**src/rtl/gcd_pkg.sv**
```systemverilog
// constants, types and pattern decoding shared by the gap command detector
package gcd_pkg;

  // --------------------------------------------------------------------
  // timing
  // --------------------------------------------------------------------
  localparam int CLK_PERIOD_NS   = 8;
  localparam int QR_GAP_NS       = 175000;
  localparam int QR_FRAME_NS     = 1575000;
  localparam int NORM_SYMBOL_NS  = 2800000;
  localparam int FAST_SYMBOL_NS  = 160000;
  localparam int REPLY_SLOT_NS   = 2500000;
  localparam int QR_POSITIONS    = 9;
  localparam int PPM_POSITIONS   = 16;
  localparam int QR_SLOT_CYC     = QR_GAP_NS / CLK_PERIOD_NS;
  localparam int QR_FRAME_CYC    = QR_FRAME_NS / CLK_PERIOD_NS;
  localparam int NORM_SLOT_CYC   = NORM_SYMBOL_NS / PPM_POSITIONS / CLK_PERIOD_NS;
  localparam int FAST_SLOT_CYC   = FAST_SYMBOL_NS / PPM_POSITIONS / CLK_PERIOD_NS;
  localparam int REPLY_SLOT_CYC  = REPLY_SLOT_NS / CLK_PERIOD_NS;
  localparam int CAL_POS_B       = 6;
  localparam int CAL_POS_C       = 14;

  // --------------------------------------------------------------------
  // register map
  // --------------------------------------------------------------------
  localparam logic [3:0] ADDR_CTRL   = 4'h0;
  localparam logic [3:0] ADDR_STATUS = 4'h4;
  localparam logic [3:0] ADDR_SLOT   = 4'h8;
  localparam logic [3:0] ADDR_NIBBLE = 4'hC;
  localparam logic [1:0] CTRL_RESET  = 2'h1;
  localparam int CTRL_EN_BIT         = 0;
  localparam int CTRL_FAST_BIT       = 1;

  // --------------------------------------------------------------------
  // gap patterns, bit n-1 set for a gap in position n
  // --------------------------------------------------------------------
  localparam logic [8:0] PAT_S1_T1_N  = 9'h02F;
  localparam logic [8:0] PAT_S1_T1_F  = 9'h0B5;
  localparam logic [8:0] PAT_S1_T2_N  = 9'h01F;
  localparam logic [8:0] PAT_S1_T2_F  = 9'h075;
  localparam logic [8:0] PAT_S1_T4_N  = 9'h037;
  localparam logic [8:0] PAT_S1_T4_F  = 9'h0D5;
  localparam logic [8:0] PAT_S16_T1_N = 9'h0AB;
  localparam logic [8:0] PAT_S16_T1_F = 9'h0AD;
  localparam logic [8:0] PAT_S16_T2_N = 9'h06B;
  localparam logic [8:0] PAT_S16_T2_F = 9'h06D;
  localparam logic [8:0] PAT_S16_T4_N = 9'h03B;
  localparam logic [8:0] PAT_S16_T4_F = 9'h03D;
  localparam logic [8:0] PAT_S64_T1_N = 9'h05B;
  localparam logic [8:0] PAT_S64_T1_F = 9'h05D;
  localparam logic [8:0] SKIP_NORMAL_PATTERN = 9'h057;
  localparam logic [8:0] SKIP_FAST_PATTERN   = 9'h155;

  // --------------------------------------------------------------------
  // types
  // --------------------------------------------------------------------
  typedef enum logic [2:0] {
    ST_IDLE  = 3'h0,
    ST_FIRST = 3'h1,
    ST_CAL   = 3'h3,
    ST_SYM   = 3'h2,
    ST_QREAD = 3'h5
  } gcd_state_type;

  // slots code 0/1/2 = 1/16/64, tx code 0/1/2 = 1/2/4
  typedef struct packed {
    logic       hit;
    logic       skip;
    logic       fast;
    logic [1:0] slots;
    logic [1:0] tx;
  } gcd_qr_type;

  function automatic gcd_qr_type qr_decode(input logic [8:0] m);
    gcd_qr_type q;
    case (m)
      PAT_S1_T1_N:         q = gcd_qr_type'(7'h40);
      PAT_S1_T1_F:         q = gcd_qr_type'(7'h50);
      PAT_S1_T2_N:         q = gcd_qr_type'(7'h41);
      PAT_S1_T2_F:         q = gcd_qr_type'(7'h51);
      PAT_S1_T4_N:         q = gcd_qr_type'(7'h42);
      PAT_S1_T4_F:         q = gcd_qr_type'(7'h52);
      PAT_S16_T1_N:        q = gcd_qr_type'(7'h44);
      PAT_S16_T1_F:        q = gcd_qr_type'(7'h54);
      PAT_S16_T2_N:        q = gcd_qr_type'(7'h45);
      PAT_S16_T2_F:        q = gcd_qr_type'(7'h55);
      PAT_S16_T4_N:        q = gcd_qr_type'(7'h46);
      PAT_S16_T4_F:        q = gcd_qr_type'(7'h56);
      PAT_S64_T1_N:        q = gcd_qr_type'(7'h48);
      PAT_S64_T1_F:        q = gcd_qr_type'(7'h58);
      SKIP_NORMAL_PATTERN: q = gcd_qr_type'(7'h60);
      SKIP_FAST_PATTERN:   q = gcd_qr_type'(7'h70);
      default:             q = gcd_qr_type'(7'h00);
    endcase
    return q;
  endfunction

endpackage

```
**src/rtl/gcd_detector.sv**
```systemverilog
// gap command detector: quick read patterns, calibration and 1-of-16 symbols
//
// Summary of operation
// - a quick read command is five gaps among nine positions, 1.575 ms total
// - request yields max slot count, max transmit count and downlink speed
// - skip pattern yields downlink speed only, no slot or transmit values
// - slot count 1 patterns for transmit counts 1, 2, 4, normal and fast
// - slot count 16 patterns for transmit counts 1, 2, 4, normal and fast
// - slot count 64, transmit 1: (1,2,4,5,7) normal, (1,3,4,5,7) fast
// - skip pattern (1,2,3,5,7) normal, (1,3,5,7,9) fast
// - symbol lasts 2.8 ms normal, 160 us fast, carrying one nibble
// - decoded speed sets the expected calibration slot; uplink rate stays 70 kHz
// - single-tag mode replies every slot until match or transmit count ends
// - calibration pulses precede symbol data and set the decoder time base
// - calibration is three gaps at positions 0, 6 and 14 of 16
// - each symbol holds exactly one gap; its position is the nibble
// - command and address nibbles arrive high first, data low first
module gcd_detector
  import gcd_pkg::*;
#(
  parameter int QR_SLOT   = QR_SLOT_CYC,
  parameter int NORM_SLOT = NORM_SLOT_CYC,
  parameter int FAST_SLOT = FAST_SLOT_CYC,
  parameter int REPLY_SLT = REPLY_SLOT_CYC,
  parameter int CW        = 20
) (
  // clock and reset
  input  wire logic        REF_CLK,
  input  wire logic        RSTN,
  // register port
  input  wire logic [3:0]  REG_ADDR,
  input  wire logic [31:0] REG_WDATA,
  input  wire logic        REG_WR,
  input  wire logic        REG_RD,
  output logic      [31:0] REG_RDATA,
  // demodulated carrier, high while the carrier is absent
  input  wire logic        GAP,
  // quick read results
  output logic             QR_REQ,
  output logic             QR_SKIP,
  output logic             SPEED_FAST,
  output logic      [6:0]  MAX_SLOTS,
  output logic      [2:0]  MAX_TX,
  // symbol stream
  output logic             CAL_DONE,
  output logic      [3:0]  NIBBLE,
  output logic             NIBBLE_VALID,
  output logic      [5:0]  NIBBLE_IDX,
  output logic             XFER_END,
  // single-tag replies
  input  wire logic        MATCH_OK,
  output logic             REPLY_REQ,
  output logic             REPLY_ACTIVE
);

  // ----------------------------------------------------------------------
  // elaboration check
  // ----------------------------------------------------------------------
  // calibration is told from a quick read by where its second gap rounds to
  if (QR_SLOT < 4 || NORM_SLOT < 4 || FAST_SLOT < 4 || REPLY_SLT < 2 ||
      FAST_SLOT * 12 >= QR_SLOT || NORM_SLOT * 12 < QR_SLOT * 5 ||
      QR_SLOT * 16 >= 2 ** CW || NORM_SLOT * 16 >= 2 ** CW ||
      REPLY_SLT >= 2 ** CW) begin : g_chk
    $error("gcd_detector: slot counts out of range");
  end

  // ----------------------------------------------------------------------
  // state
  // ----------------------------------------------------------------------
  gcd_state_type   st_r;
  gcd_state_type   st_nxt;
  logic            gap_d_r;
  logic [CW-1:0]   cnt_r;
  logic [CW-1:0]   cnt_nxt;
  logic [CW-1:0]   slot_r;
  logic [CW-1:0]   slot_nxt;
  logic [CW-1:0]   meas_r;
  logic [CW-1:0]   meas_nxt;
  logic [2:0]      div6_r;
  logic [2:0]      div6_nxt;
  logic [4:0]      idx_r;
  logic [4:0]      idx_nxt;
  logic [8:0]      mask_r;
  logic [8:0]      mask_nxt;
  logic            seen_r;
  logic            seen_nxt;
  logic [3:0]      val_r;
  logic [3:0]      val_nxt;
  logic [1:0]      ctrl_r;
  logic            speed_r;
  logic [1:0]      slots_r;
  logic [1:0]      tx_r;
  logic [5:0]      nib_cnt_r;
  logic [3:0]      nib_r;
  logic            qr_req_r;
  logic            qr_skip_r;
  logic            cal_done_r;
  logic            nib_vld_r;
  logic            xfer_end_r;
  logic [31:0]     rdata_r;
  logic            rep_act_r;
  logic [2:0]      rep_left_r;
  logic [CW-1:0]   rep_tmr_r;
  logic            rep_req_r;

  // ----------------------------------------------------------------------
  // decoding
  // ----------------------------------------------------------------------
  wire logic          gap_rise  = GAP & ~gap_d_r;
  wire logic          slot_done = (cnt_r == slot_r - {{(CW-1){1'b0}}, 1'b1});
  wire logic          enabled   = ctrl_r[CTRL_EN_BIT];
  wire gcd_qr_type    qr        = qr_decode(mask_r);
  // evaluated at the centre of the ninth position, half a slot after it starts
  wire logic          qr_eval   = (st_r == ST_QREAD) && (idx_r == 5'(QR_POSITIONS));
  wire logic          qr_hit    = qr_eval && qr.hit;
  wire logic [CW-1:0] qr_w      = CW'(QR_SLOT);
  wire logic [CW-1:0] exp_slot  = speed_r ? CW'(FAST_SLOT) : CW'(NORM_SLOT);
  // a measured slot far from the expected one is not a calibration
  wire logic          cal_ok    = (meas_r >= (exp_slot >> 1)) &&
                                  (meas_r <= (exp_slot << 1));
  wire logic          qr_second = (idx_r == 5'h01) || (idx_r == 5'h02);
  wire logic          sym_end   = slot_done && (idx_r == 5'h0F);
  wire logic          wr_ctrl   = REG_WR && (REG_ADDR == ADDR_CTRL);
  wire logic          single    = qr_hit && !qr.skip && (qr.slots == 2'h0);
  wire logic [2:0]    tx_val    = 3'h1 << qr.tx;

  // ----------------------------------------------------------------------
  // frame state machine
  // ----------------------------------------------------------------------
  always_comb begin
    st_nxt   = st_r;
    cnt_nxt  = slot_done ? '0 : cnt_r + {{(CW-1){1'b0}}, 1'b1};
    idx_nxt  = slot_done ? idx_r + 5'h01 : idx_r;
    slot_nxt = slot_r;
    meas_nxt = meas_r;
    div6_nxt = div6_r;
    mask_nxt = mask_r;
    seen_nxt = seen_r;
    val_nxt  = val_r;
    case (st_r)
      ST_IDLE: begin
        cnt_nxt  = cnt_r;
        idx_nxt  = idx_r;
        if (gap_rise && enabled) begin
          // rounding: the index steps at each slot centre, half a slot after the slot starts
          st_nxt   = ST_FIRST;
          slot_nxt = qr_w;
          cnt_nxt  = qr_w >> 1;
          idx_nxt  = 5'h00;
          meas_nxt = '0;
          div6_nxt = 3'h1;
          mask_nxt = 9'h001;
          seen_nxt = 1'b1;
        end
      end
      ST_FIRST: begin
        div6_nxt = (div6_r == 3'h5) ? 3'h0 : div6_r + 3'h1;
        meas_nxt = (div6_r == 3'h5) ? meas_r + {{(CW-1){1'b0}}, 1'b1} : meas_r;
        if (gap_rise) begin
          if (qr_second) begin
            st_nxt   = ST_QREAD;
            mask_nxt = mask_r | (9'h001 << idx_r);
          end else if (cal_ok) begin
            // measured time to position 6, divided by six, is the slot
            st_nxt   = ST_CAL;
            slot_nxt = meas_r;
            cnt_nxt  = meas_r >> 1;
            idx_nxt  = 5'(CAL_POS_B);
            seen_nxt = 1'b0;
          end else begin
            st_nxt   = ST_IDLE;
          end
        end else if (idx_r == 5'(QR_POSITIONS)) begin
          st_nxt = ST_IDLE;
        end
      end
      ST_QREAD: begin
        if (gap_rise && idx_r < 5'(QR_POSITIONS)) begin
          mask_nxt = mask_r | (9'h001 << idx_r);
        end
        if (qr_eval) begin
          st_nxt = ST_IDLE;
        end
      end
      ST_CAL: begin
        if (gap_rise && !sym_end) begin
          if (idx_r == 5'(CAL_POS_C) && !seen_r) begin
            seen_nxt = 1'b1;
          end else begin
            st_nxt = ST_IDLE;
          end
        end else if (sym_end) begin
          idx_nxt  = 5'h00;
          seen_nxt = 1'b0;
          st_nxt   = seen_r ? ST_SYM : ST_IDLE;
        end
      end
      ST_SYM: begin
        if (gap_rise && !sym_end) begin
          if (!seen_r) begin
            seen_nxt = 1'b1;
            val_nxt  = idx_r[3:0];
          end else begin
            st_nxt = ST_IDLE;
          end
        end else if (sym_end) begin
          idx_nxt  = 5'h00;
          seen_nxt = 1'b0;
          st_nxt   = seen_r ? ST_SYM : ST_IDLE;
        end
      end
      default: begin
        st_nxt = ST_IDLE;
      end
    endcase
    if (!enabled) begin
      st_nxt = ST_IDLE;
    end
  end

  // ----------------------------------------------------------------------
  // frame registers
  // ----------------------------------------------------------------------
  always_ff @(posedge REF_CLK) begin
    if (!RSTN) begin
      st_r    <= ST_IDLE;
      gap_d_r <= 1'b0;
      cnt_r   <= '0;
      slot_r  <= '0;
      meas_r  <= '0;
      div6_r  <= 3'h0;
      idx_r   <= 5'h00;
      mask_r  <= 9'h000;
      seen_r  <= 1'b0;
      val_r   <= 4'h0;
    end else begin
      st_r    <= st_nxt;
      gap_d_r <= GAP;
      cnt_r   <= cnt_nxt;
      slot_r  <= slot_nxt;
      meas_r  <= meas_nxt;
      div6_r  <= div6_nxt;
      idx_r   <= idx_nxt;
      mask_r  <= mask_nxt;
      seen_r  <= seen_nxt;
      val_r   <= val_nxt;
    end
  end

  // ----------------------------------------------------------------------
  // results and symbol output
  // ----------------------------------------------------------------------
  wire logic sym_out   = (st_r == ST_SYM) && sym_end && seen_r;
  wire logic xfer_stop = ((st_r == ST_SYM) || (st_r == ST_CAL)) && (st_nxt == ST_IDLE);

  // nibbles leave in arrival order; the command layer reassembles them
  always_ff @(posedge REF_CLK) begin
    if (!RSTN) begin
      speed_r    <= 1'b0;
      slots_r    <= 2'h0;
      tx_r       <= 2'h0;
      qr_req_r   <= 1'b0;
      qr_skip_r  <= 1'b0;
      cal_done_r <= 1'b0;
      nib_vld_r  <= 1'b0;
      nib_r      <= 4'h0;
      nib_cnt_r  <= 6'h00;
      xfer_end_r <= 1'b0;
    end else begin
      qr_req_r   <= qr_hit && !qr.skip;
      qr_skip_r  <= qr_hit && qr.skip;
      cal_done_r <= (st_r == ST_CAL) && (st_nxt == ST_SYM);
      nib_vld_r  <= sym_out;
      xfer_end_r <= xfer_stop;
      // hardware speed update wins over a software write
      if (qr_hit) begin
        speed_r <= qr.fast;
      end else if (wr_ctrl) begin
        speed_r <= REG_WDATA[CTRL_FAST_BIT];
      end
      if (qr_hit && !qr.skip) begin
        slots_r <= qr.slots;
        tx_r    <= qr.tx;
      end
      if (sym_out) begin
        nib_r     <= val_r;
        nib_cnt_r <= nib_cnt_r + 6'h01;
      end else if (st_r == ST_CAL) begin
        nib_cnt_r <= 6'h00;
      end
    end
  end

  // ----------------------------------------------------------------------
  // single-tag reply pacing
  // ----------------------------------------------------------------------
  wire logic rep_fire = rep_act_r && (rep_tmr_r == '0);

  // a new request wins over a match in the same cycle
  always_ff @(posedge REF_CLK) begin
    if (!RSTN) begin
      rep_act_r  <= 1'b0;
      rep_left_r <= 3'h0;
      rep_tmr_r  <= '0;
      rep_req_r  <= 1'b0;
    end else begin
      rep_req_r <= rep_fire && !MATCH_OK;
      if (single) begin
        rep_act_r  <= 1'b1;
        rep_left_r <= tx_val;
        rep_tmr_r  <= '0;
      end else if (MATCH_OK) begin
        rep_act_r <= 1'b0;
      end else if (rep_fire) begin
        rep_left_r <= rep_left_r - 3'h1;
        rep_tmr_r  <= CW'(REPLY_SLT - 1);
        rep_act_r  <= (rep_left_r != 3'h1);
      end else if (rep_act_r) begin
        rep_tmr_r <= rep_tmr_r - {{(CW-1){1'b0}}, 1'b1};
      end
    end
  end

  // ----------------------------------------------------------------------
  // register port
  // ----------------------------------------------------------------------
  wire logic [31:0] status_w = {22'h000000, st_r, rep_act_r,
                                 tx_r, slots_r, speed_r, enabled};
  wire logic [31:0] rd_mux   = (REG_ADDR == ADDR_CTRL)   ? {30'h0, speed_r, ctrl_r[0]} :
                               (REG_ADDR == ADDR_STATUS) ? status_w :
                               (REG_ADDR == ADDR_SLOT)   ? 32'(slot_r) :
                               (REG_ADDR == ADDR_NIBBLE) ? {26'h0, nib_cnt_r[1:0], nib_r} :
                               32'h00000000;

  always_ff @(posedge REF_CLK) begin
    if (!RSTN) begin
      ctrl_r  <= CTRL_RESET;
      rdata_r <= 32'h00000000;
    end else begin
      if (wr_ctrl) begin
        ctrl_r <= REG_WDATA[1:0];
      end
      rdata_r <= REG_RD ? rd_mux : 32'h00000000;
    end
  end

  // ----------------------------------------------------------------------
  // outputs
  // ----------------------------------------------------------------------
  assign REG_RDATA    = rdata_r;
  assign QR_REQ       = qr_req_r;
  assign QR_SKIP      = qr_skip_r;
  assign SPEED_FAST   = speed_r;
  assign MAX_SLOTS    = (slots_r == 2'h0) ? 7'h01 : (slots_r == 2'h1) ? 7'h10 : 7'h40;
  assign MAX_TX       = 3'h1 << tx_r;
  assign CAL_DONE     = cal_done_r;
  assign NIBBLE       = nib_r;
  assign NIBBLE_VALID = nib_vld_r;
  assign NIBBLE_IDX   = nib_cnt_r;
  assign XFER_END     = xfer_end_r;
  assign REPLY_REQ    = rep_req_r;
  assign REPLY_ACTIVE = rep_act_r;

endmodule

```
**config.mk**
```make
export PLATFORM = sky130hd
export DESIGN_NAME = gcd_detector
export DESIGN_NICKNAME = d
export VERILOG_FILES = /design/src/rtl/gcd_pkg.sv /design/src/rtl/gcd_detector.sv
export SDC_FILE = /design/constraint.sdc
export NUM_CORES = 1
export LEC_CHECK = 0
export BUFFER_PORTS_ARGS = -buffer_cell sky130_fd_sc_hd__buf_2
export CAP_MARGIN = 10
export CORE_AREA = 5 5 129 131
export CTS_BUF_LIST = sky130_fd_sc_hd__clkbuf_16
export CTS_CLUSTER_SIZE = 24
export DETAILED_ROUTE_END_ITERATION = 10
export DIE_AREA = 0 0 134 136
export GPL_ROUTABILITY_DRIVEN = 1
export GPL_TIMING_DRIVEN = 0
export PLACE_DENSITY = 0.91
export SKIP_CTS_REPAIR_TIMING = 1
export SYNTH_ARGS = -nofsm -noshare
export SYNTH_HDL_FRONTEND = slang
export SYNTH_SLANG_ARGS = --single-unit
```
**constraint.sdc**
```tcl
create_clock -name REF_CLK -period 4.35 [get_ports REF_CLK]
set_input_delay 0.435 -clock REF_CLK [delete_from_list [all_inputs] [get_ports REF_CLK]]
set_output_delay 0.435 -clock REF_CLK [all_outputs]
set_load 0.05 [all_outputs]
```
==> results of run 1 <==
-- power groups by stage --
| stage | clock network, W | registers [W] | logic (W) |
|---|---|---|---|
| 6_report | 0.00142 | 0.00145 | 0.000405 |
| 5_1_grt | 0.00149 | 0.00145 | 0.000432 |
| 4_1_cts | 0.00142 | 0.00145 | 0.000391 |
| 3_5_place_dp | 0 | 0.00148 | 0.000387 |
| 3_3_place_gp | 0 | 0.00148 | 0.000379 |
| 2_1_floorplan | 0 | 0.00147 | 0.000298 |
-- cell families (layout without fill, tap and decap cells) --
logic type      Yosys count  in the layout  synth area share (%)
simple gates            452            452                  27.7
mux                      22             22                  2.60
other cells               1             16                0.0426
xor+xnor                 71             71                  7.06
fa+ha+maj                26             26                  3.69
buf+inv                 112            197                  5.71
flops                   152            152                  34.6
compound gates          243            243                  18.6
-- synthesized netlist by cell type (19+ instances only) --
cell / n
a21oi_1: 79
nor3_1: 29
and2_1: 19
nand2_1: 72
nor4_1: 27
dfxtp_1: 152
clkbuf_1: 54
o21ai_0: 36
nor2_1: 129
inv_1: 31
xor2_1: 28
xnor2_1: 43
ha_1: 26
nand3_1: 35
-- cell type report --
| type | count | area, um^2 |
|---|---|---|
| clock inverters | 14 | 135 |
| plain buffers | 81 | 387 |
| flip-flops and latches | 152 | 3040 |
| multi-input cells | 830 | 5320 |
| repair buffers | 54 | 270 |
| inverters | 31 | 116 |
| fillers | 1213 | 5550 |
| clock buffers | 17 | 425 |
| well taps | 192 | 240 |
-- metrics by stage --
stage	hold WS [ns]	power (W)
finish	0.206	0.00328
floorplan	0.448	0.00177
global route	0.209	0.00337
detailed placement	0.475	0.00187
CTS	0.198	0.00326
global placement	0.457	0.00186
-- how the worst max path moves through the flow --
stage	start	end	slack [ns]
floorplan	SPEED_FAST$_SDFFE_PN0P_	cnt_r[15]$_SDFFE_PN0N_	0.86
global placement	SPEED_FAST$_SDFFE_PN0P_	cnt_r[17]$_SDFFE_PN0N_	0.52
detailed placement	SPEED_FAST$_SDFFE_PN0P_	cnt_r[17]$_SDFFE_PN0N_	0.45
CTS	SPEED_FAST$_SDFFE_PN0P_	cnt_r[17]$_SDFFE_PN0N_	0.17
global route	slot_r[0]$_SDFFE_PN0P_	NIBBLE[2]$_SDFFE_PN0P_	0.09
finish	SPEED_FAST$_SDFFE_PN0P_	cnt_r[17]$_SDFFE_PN0N_	0.25
-- worst register-to-register path, stage by stage, from the launching register on --
cell and delay (ns):
dfxtp_1 0.70, ha_1 0.37, a211o_1 0.32, a21oi_1 0.28, a21boi_0 0.33, a221oi_1 0.26
or4b_1 0.71, a21oi_2 0.47, nor2_1 0.20, a221o_1 0.36
-- flip-flops by register name (all words and copies together) (netlist names), 3 cells and up --
register    flops
idx_r           5
NIBBLE          4
meas_r         20
REG_RDATA      20
cnt_r          20
mask_r          9
st_r            3
val_r           4
slot_r         20
div6_r          3
rep_tmr_r      20
rep_left_r      3
NIBBLE_IDX      6
-- per-layer routing --
| layer | part of all wire, % | vias to the layer above | wire length, um |
|---|---|---|---|
| met5 | 0 | - | 0 |
| met4 | 5.9 | 0 | 1510 |
| met3 | 10 | 142 | 2630 |
| met2 | 45 | 561 | 11600 |
| met1 | 38 | 4024 | 9860 |
| li1 | - | 4033 | - |
==> summary.md, run 1 <==
| Metric | Value |
|---|---|
| Status | finished clean |
| Routability cong. | between 0.9 and 1 |
| Crit path max fanout | 10 |
| Layout Nets | 1,235 |
| Synth area leaders | dfxtp_1 (35%), nor2_1 (5.5%), a21oi_1 (4.5%), xnor2_1 (4.3%), ha_1 (3.7%) |
| Met3 Resource Use GR | 6.66% |
| First-pass GRT wire length | around 41,000 um |
| Max_cap viols | 0 |
| Fin crit period | 4.10 ns |
| Max Root-Sink Buffers | 2 |
| Library cells used by synthesis | 82 |
| Vias in the first global route | 8,486 |
| CTS tree | yes |
| N_diodes | 0 |
| Net Sw Frac | 27.3% |
| Endpoints failing setup | 0 |
| Reg2Reg Depth | 9 |
| Final wirelength | around 26,000 um |
| Pre-CTS WS | 0.452 ns |
| Port-buffer cells | 54 |
| Most frequent cells in the layout | dfxtp_1 (152), nor2_1 (129), a21oi_1 (78) |
| Area Overhead vs Synth | 12.8% |
| Gate Count Post-Synth | roughly 1,100 |
| Share of cells above drive strength 1 | 11.9% |
| Cell chain of the critical path | ha_1 -> a211o_1 -> a21oi_1 -> a21boi_0 -> a221oi_1 -> or4b_1 -> a21oi_2 -> nor2_1 -> a221o_1 |
| Fin crit share | 94.3% |
| Reg2Reg Capture Point | cnt_r[17]$_SDFFE_PN0N_ |
| Initial antenna violation count | 0 |
| Drt pass-1 iters | 6 |
| Share of the synthesized area in the top cell type | 34.6% |
| DRC Markers | 0 |
| Comb pwr share | 12.3% |
| Die Ht | 136 um |
| Root Driver | clkbuf_16 |
| Final instance area | 0.00994 mm^2 |
| Sequential share of the synthesized area | 34.6% |
| Number of buffers and inverters on the critical path | 0 |
| Area leader, netlist | dfxtp_1 |
| CTS sink count | 152 |
| Yosys warns | 0 |
| CP delay by family, top | compound AO/OA/AOI/OAI gates |
| Arr. time, crit path | 4.42 ns |
| Wirelength per Cell | between 15 and 20 um |
| Req. time, crit path | 4.67 ns |
| Grt peak-use layer | met2 |
| Final Hold Vio Count | 0 |
| Placeable Area | 0.0155 mm^2 |
| Initial DRC count | 1,384 |
| Top-level port count | roughly 100 |
| H-tree depth | 4 |
| Vias/cell | roughly 6.4 |
| Yosys reg bits | 152 |
| Gr usage total | 27.8% |
| CP Depth | 9 |
| R2R Path Start | SPEED_FAST$_SDFFE_PN0P_ |
| Layout Utilization | 64.2% |
| Ys flop type | dfxtp_1 |
| Die area | 0.0182 mm^2 |
| Setup CP Type | reg -> reg |
| Sw power | ~0.0009 W |
| Worst min path class | in -> reg |
| Hold wc startpoint | MATCH_OK |
| Post-synth EDFFs | 0 |
| Site Rows | 46 |
| Hold EP | REPLY_REQ$_SDFF_PN0_ |
| PwrDens | 330 mW/mm^2 |
| Peak supply drop | 0.328 mV |
| Worst slew pin tran | 1.04 ns |
| Inst Count DP | 1,340 |
| Most common cell after layout, fill and taps aside | dfxtp_1 |
| R2R setup slack | between 0.2 and 0.25 ns |
| Met1 usage | 33.3% |
| Die width | ~130 um |
| Non-filler instance count after layout | 1,371 |
| CTS buffer count | 17 |
| CP Capture Type | register |
| Critical path's largest stage delay | roughly 0.7 ns |
| Pleak | 3.81 nW |
| Clk pwr share | 43.3% |
| Routed Antenna Nets | 0 |
| HPWL after detailed placement | 18,500 um |
| Max Clock Skew | approximately 0.01 ns |
| Syn avg cell area | approximately 8.2 um^2 |
| Grt ovf | 0 |
| Sequential share of power | 44.3% |
| Worst-Skew Late Latency | 0.43 ns |
| Max Freq | around 0.24 GHz |
| Via count | 8,760 |
| Internal power | 0.00238 W |
| Final Worst Setup Slack | 0.247 ns |
| Hold Path Cell Cnt | 2 |
| Slew headroom | 30.2% |
| Ys async rst share | 0% |
| Placement Cell Area | 0.00937 mm^2 |
| RSZ-0062 raised after global routing | no |
| Met2 usage | a little under half |
| Max Transition Viols Final | 0 |
| CP Launch Type | register |
| Initial Util | between 50% and 60% |
| Setup TNS | 0 ns |
| Mapped Area | 0.00881 mm^2 |
| Worst-path clk slew | 0.06 ns |
| Slowest CP cell | dfxtp_1 |
| Pin count of the biggest net entering global routing | 17 |
Note: power is estimated with default switching activity, not from simulation.
==> run 2, diff against run 1 <==
--- a/config.mk
+++ b/config.mk
@@ -7,11 +7,11 @@
 export LEC_CHECK = 0
 export BUFFER_PORTS_ARGS = -buffer_cell sky130_fd_sc_hd__buf_2
 export CAP_MARGIN = 10
-export CORE_AREA = 5 5 129 131
+export CORE_AREA = 2 2 126 128
 export CTS_BUF_LIST = sky130_fd_sc_hd__clkbuf_16
 export CTS_CLUSTER_SIZE = 24
 export DETAILED_ROUTE_END_ITERATION = 10
-export DIE_AREA = 0 0 134 136
+export DIE_AREA = 0 0 128 130
 export GPL_ROUTABILITY_DRIVEN = 1
 export GPL_TIMING_DRIVEN = 0
 export PLACE_DENSITY = 0.91
==> run 2 against run 1 <==
Against the previous run:
- cell area is 0.42% higher
- total power rose by 3.8%
- fmax decreased by 2.6%
- critical path depth stayed put
- combinational power barely moved
- hold slack worse by 0.015 ns
- sequential share of layout area fell by 0.13 points
- via count grew 0.41%
- routed wire length up 0.27%
- non-clock buffer count unchanged
- utilization up 0.51 points
==> summary.md, run 2 (same netlist as run 1, synthesis figures left out) <==
| Metric | Value |
|---|---|
| Arr. time, crit path | 4.53 ns |
| Hold wc startpoint | MATCH_OK |
| Most common cell after layout, fill and taps aside | dfxtp_1 |
| Wirelength per Cell | 18.8 um |
| Endpoints failing setup | 0 |
| Max Root-Sink Buffers | 2 |
| Final wirelength | 25,700 um |
| Area Overhead vs Synth | 13.3% |
| Vias/cell | around 6.4 |
| Site Rows | 46 |
| Peak supply drop | between 0.2 and 0.3 mV |
| Fin crit period | ~4.2 ns |
| Grt ovf | 0 |
| Most frequent cells in the layout | dfxtp_1 (152), nor2_1 (129), a21oi_1 (79) |
| Vias in the first global route | approximately 8,300 |
| Via count | a little under 9,000 |
| Crit path max fanout | 10 |
| N_diodes | 0 |
| Fillers | about 1,200 |
| Routed Antenna Nets | 0 |
| Final hold slack | 0.191 ns |
| Max Transition Viols Final | 0 |
| Placeable Area | 0.0154 mm^2 |
| CP dominant cell by count | a21oi_1 |
| Layout Utilization | 64.7% |
| Top-level port count | 102 |
| Max Clock Skew | 0.0110 ns |
| Die width | 128 um |
| R2R Path Start | SPEED_FAST$_SDFFE_PN0P_ |
| CTS sink count | 152 |
| Pin count of the biggest net entering global routing | 17 |
| DRC Markers | 0 |
| Setup TNS | 0 ns |
| Pleak | 3.82 nW |
| Initial DRC count | 937 |
| Share of cells above drive strength 1 | between 10% and 20% |
| Drt pass-1 iters | 8 |
| Final Worst Setup Slack | 0.137 ns |
| Gr usage total | about 31% |
| Worst slew pin tran | 1.11 ns |
| Port-buffer cells | 54 |
| Worst-path clk slew | 0.06 ns |
| Reg2Reg Depth | 9 |
| CTS buffer count | 17 |
| Hold Path Cell Cnt | 2 |
| Crit. Startpoint | SPEED_FAST$_SDFFE_PN0P_ |
| Die Ht | roughly 130 um |
| Initial antenna violation count | 0 |
| Final Hold Vio Count | 0 |
| CTS tree | yes |
| Worst min path class | in -> reg |
| Pre-CTS WS | between 0.4 and 0.5 ns |
| CP Capture Type | register |
| CP Launch Type | register |
| Die area | roughly 0.017 mm^2 |
| Setup CP Type | reg -> reg |
| Root Driver | clkbuf_16 |
| Max Freq | 0.237 GHz |
| Routability cong. | 0.980 |
| H-tree depth | 4 |
| RSZ-0062 raised after global routing | no |
| Reg2Reg Capture Point | cnt_r[15]$_SDFFE_PN0N_ |
| Hold EP | REPLY_REQ$_SDFF_PN0_ |
| Max_cap viols | 0 |
| PwrDens | between 300 and 400 mW/mm^2 |
| HPWL after detailed placement | 18,400 um |
| Status | finished clean |
| Cell chain of the critical path | ha_1 -> a211o_1 -> a21oi_1 -> a21boi_0 -> a221oi_1 -> or4b_1 -> a21oi_1 -> nor2_1 -> a221o_1 |
| R2R setup slack | about 0.14 ns |
| Initial Util | around 57% |
| First-pass GRT wire length | 41,100 um |
| Critical path's largest stage delay | slightly below 0.7 ns |
| Req. time, crit path | ~4.7 ns |
| Fin crit share | 96.8% |
| Slew headroom | about 26% |
| Worst-Skew Late Latency | 0.43 ns |
| Layout Nets | roughly 1,200 |
| Slowest CP cell | or4b_1 |
## run 2: cell types whose count changed in the layout (fill, tap and decap cells not counted), sizes merged
cell,previous run,this run
clkinv,7,2
bufinv,2,4
clkinvlp,3,4
## run 2: layer usage
metal / global-route usage [%] / wire length (um) / vias to the layer above
met3: 7.50 / 2540 / 149
met1: 36.5 / 9980 / 4045
met5: 0 / 0 / -
met2: 50.8 / 11700 / 546
li1: - / - / 4056
met4: 18.5 / 1490 / 0
## run 2: area by class of cell
type | instances | area [um^2] | share of cell area (%)
multi-input combinational | 830 | 5320 | 53.3
inverter | 31 | 116 | 1.17
sequential | 152 | 3040 | 30.5
tap | 192 | 240 | 2.41
clock buffer | 17 | 425 | 4.26
clock inverter | 12 | 180 | 1.81
buffer | 81 | 387 | 3.87
timing repair buffer | 54 | 270 | 2.71
## run 2: metrics by stage
step | instance area [um^2] | instances | power [W]
after floorplan | 8860 | 1094 | 0.00177
after global placement | 9370 | 1340 | 0.00186
after detailed placement | 9370 | 1340 | 0.00187
after CTS | 9980 | 1369 | 0.00339
after global routing | 9980 | 1369 | 0.00349
final | 9980 | 1369 | 0.00340
## run 2: critical path, delay by kind of cell, from the launching register on
family / cells / cell delay [ns]
flip-flops: 1 / 0.68
AO/OA/AOI/OAI: 6 / 2.10
AND/OR/NAND/NOR: 2 / 0.93
adder cells (fa/ha/maj): 1 / 0.37
## run 2: how the worst max path moves through the flow
| stage | to | slack [ns] |
|---|---|---|
| floorplan | cnt_r[15]$_SDFFE_PN0N_ | 0.86 |
| global placement | cnt_r[17]$_SDFFE_PN0N_ | 0.55 |
| detailed placement | cnt_r[15]$_SDFFE_PN0N_ | 0.44 |
| CTS | cnt_r[15]$_SDFFE_PN0N_ | 0.31 |
| global route | NIBBLE[3]$_SDFFE_PN0P_ | 0.07 |
| finish | cnt_r[15]$_SDFFE_PN0N_ | 0.14 |
## run 2: power breakdown
| part | switching, W | total [W] | internal (W) | leakage (nW) |
|---|---|---|---|---|
| clock | 0.000595 | 0.00155 | 0.000950 | 0.285 |
| combinational | 0.000272 | 0.000405 | 0.000133 | 2.31 |
| sequential | 0.0000380 | 0.00145 | 0.00141 | 1.23 |
| total | 0.000905 | 0.00340 | 0.00250 | 3.82 |
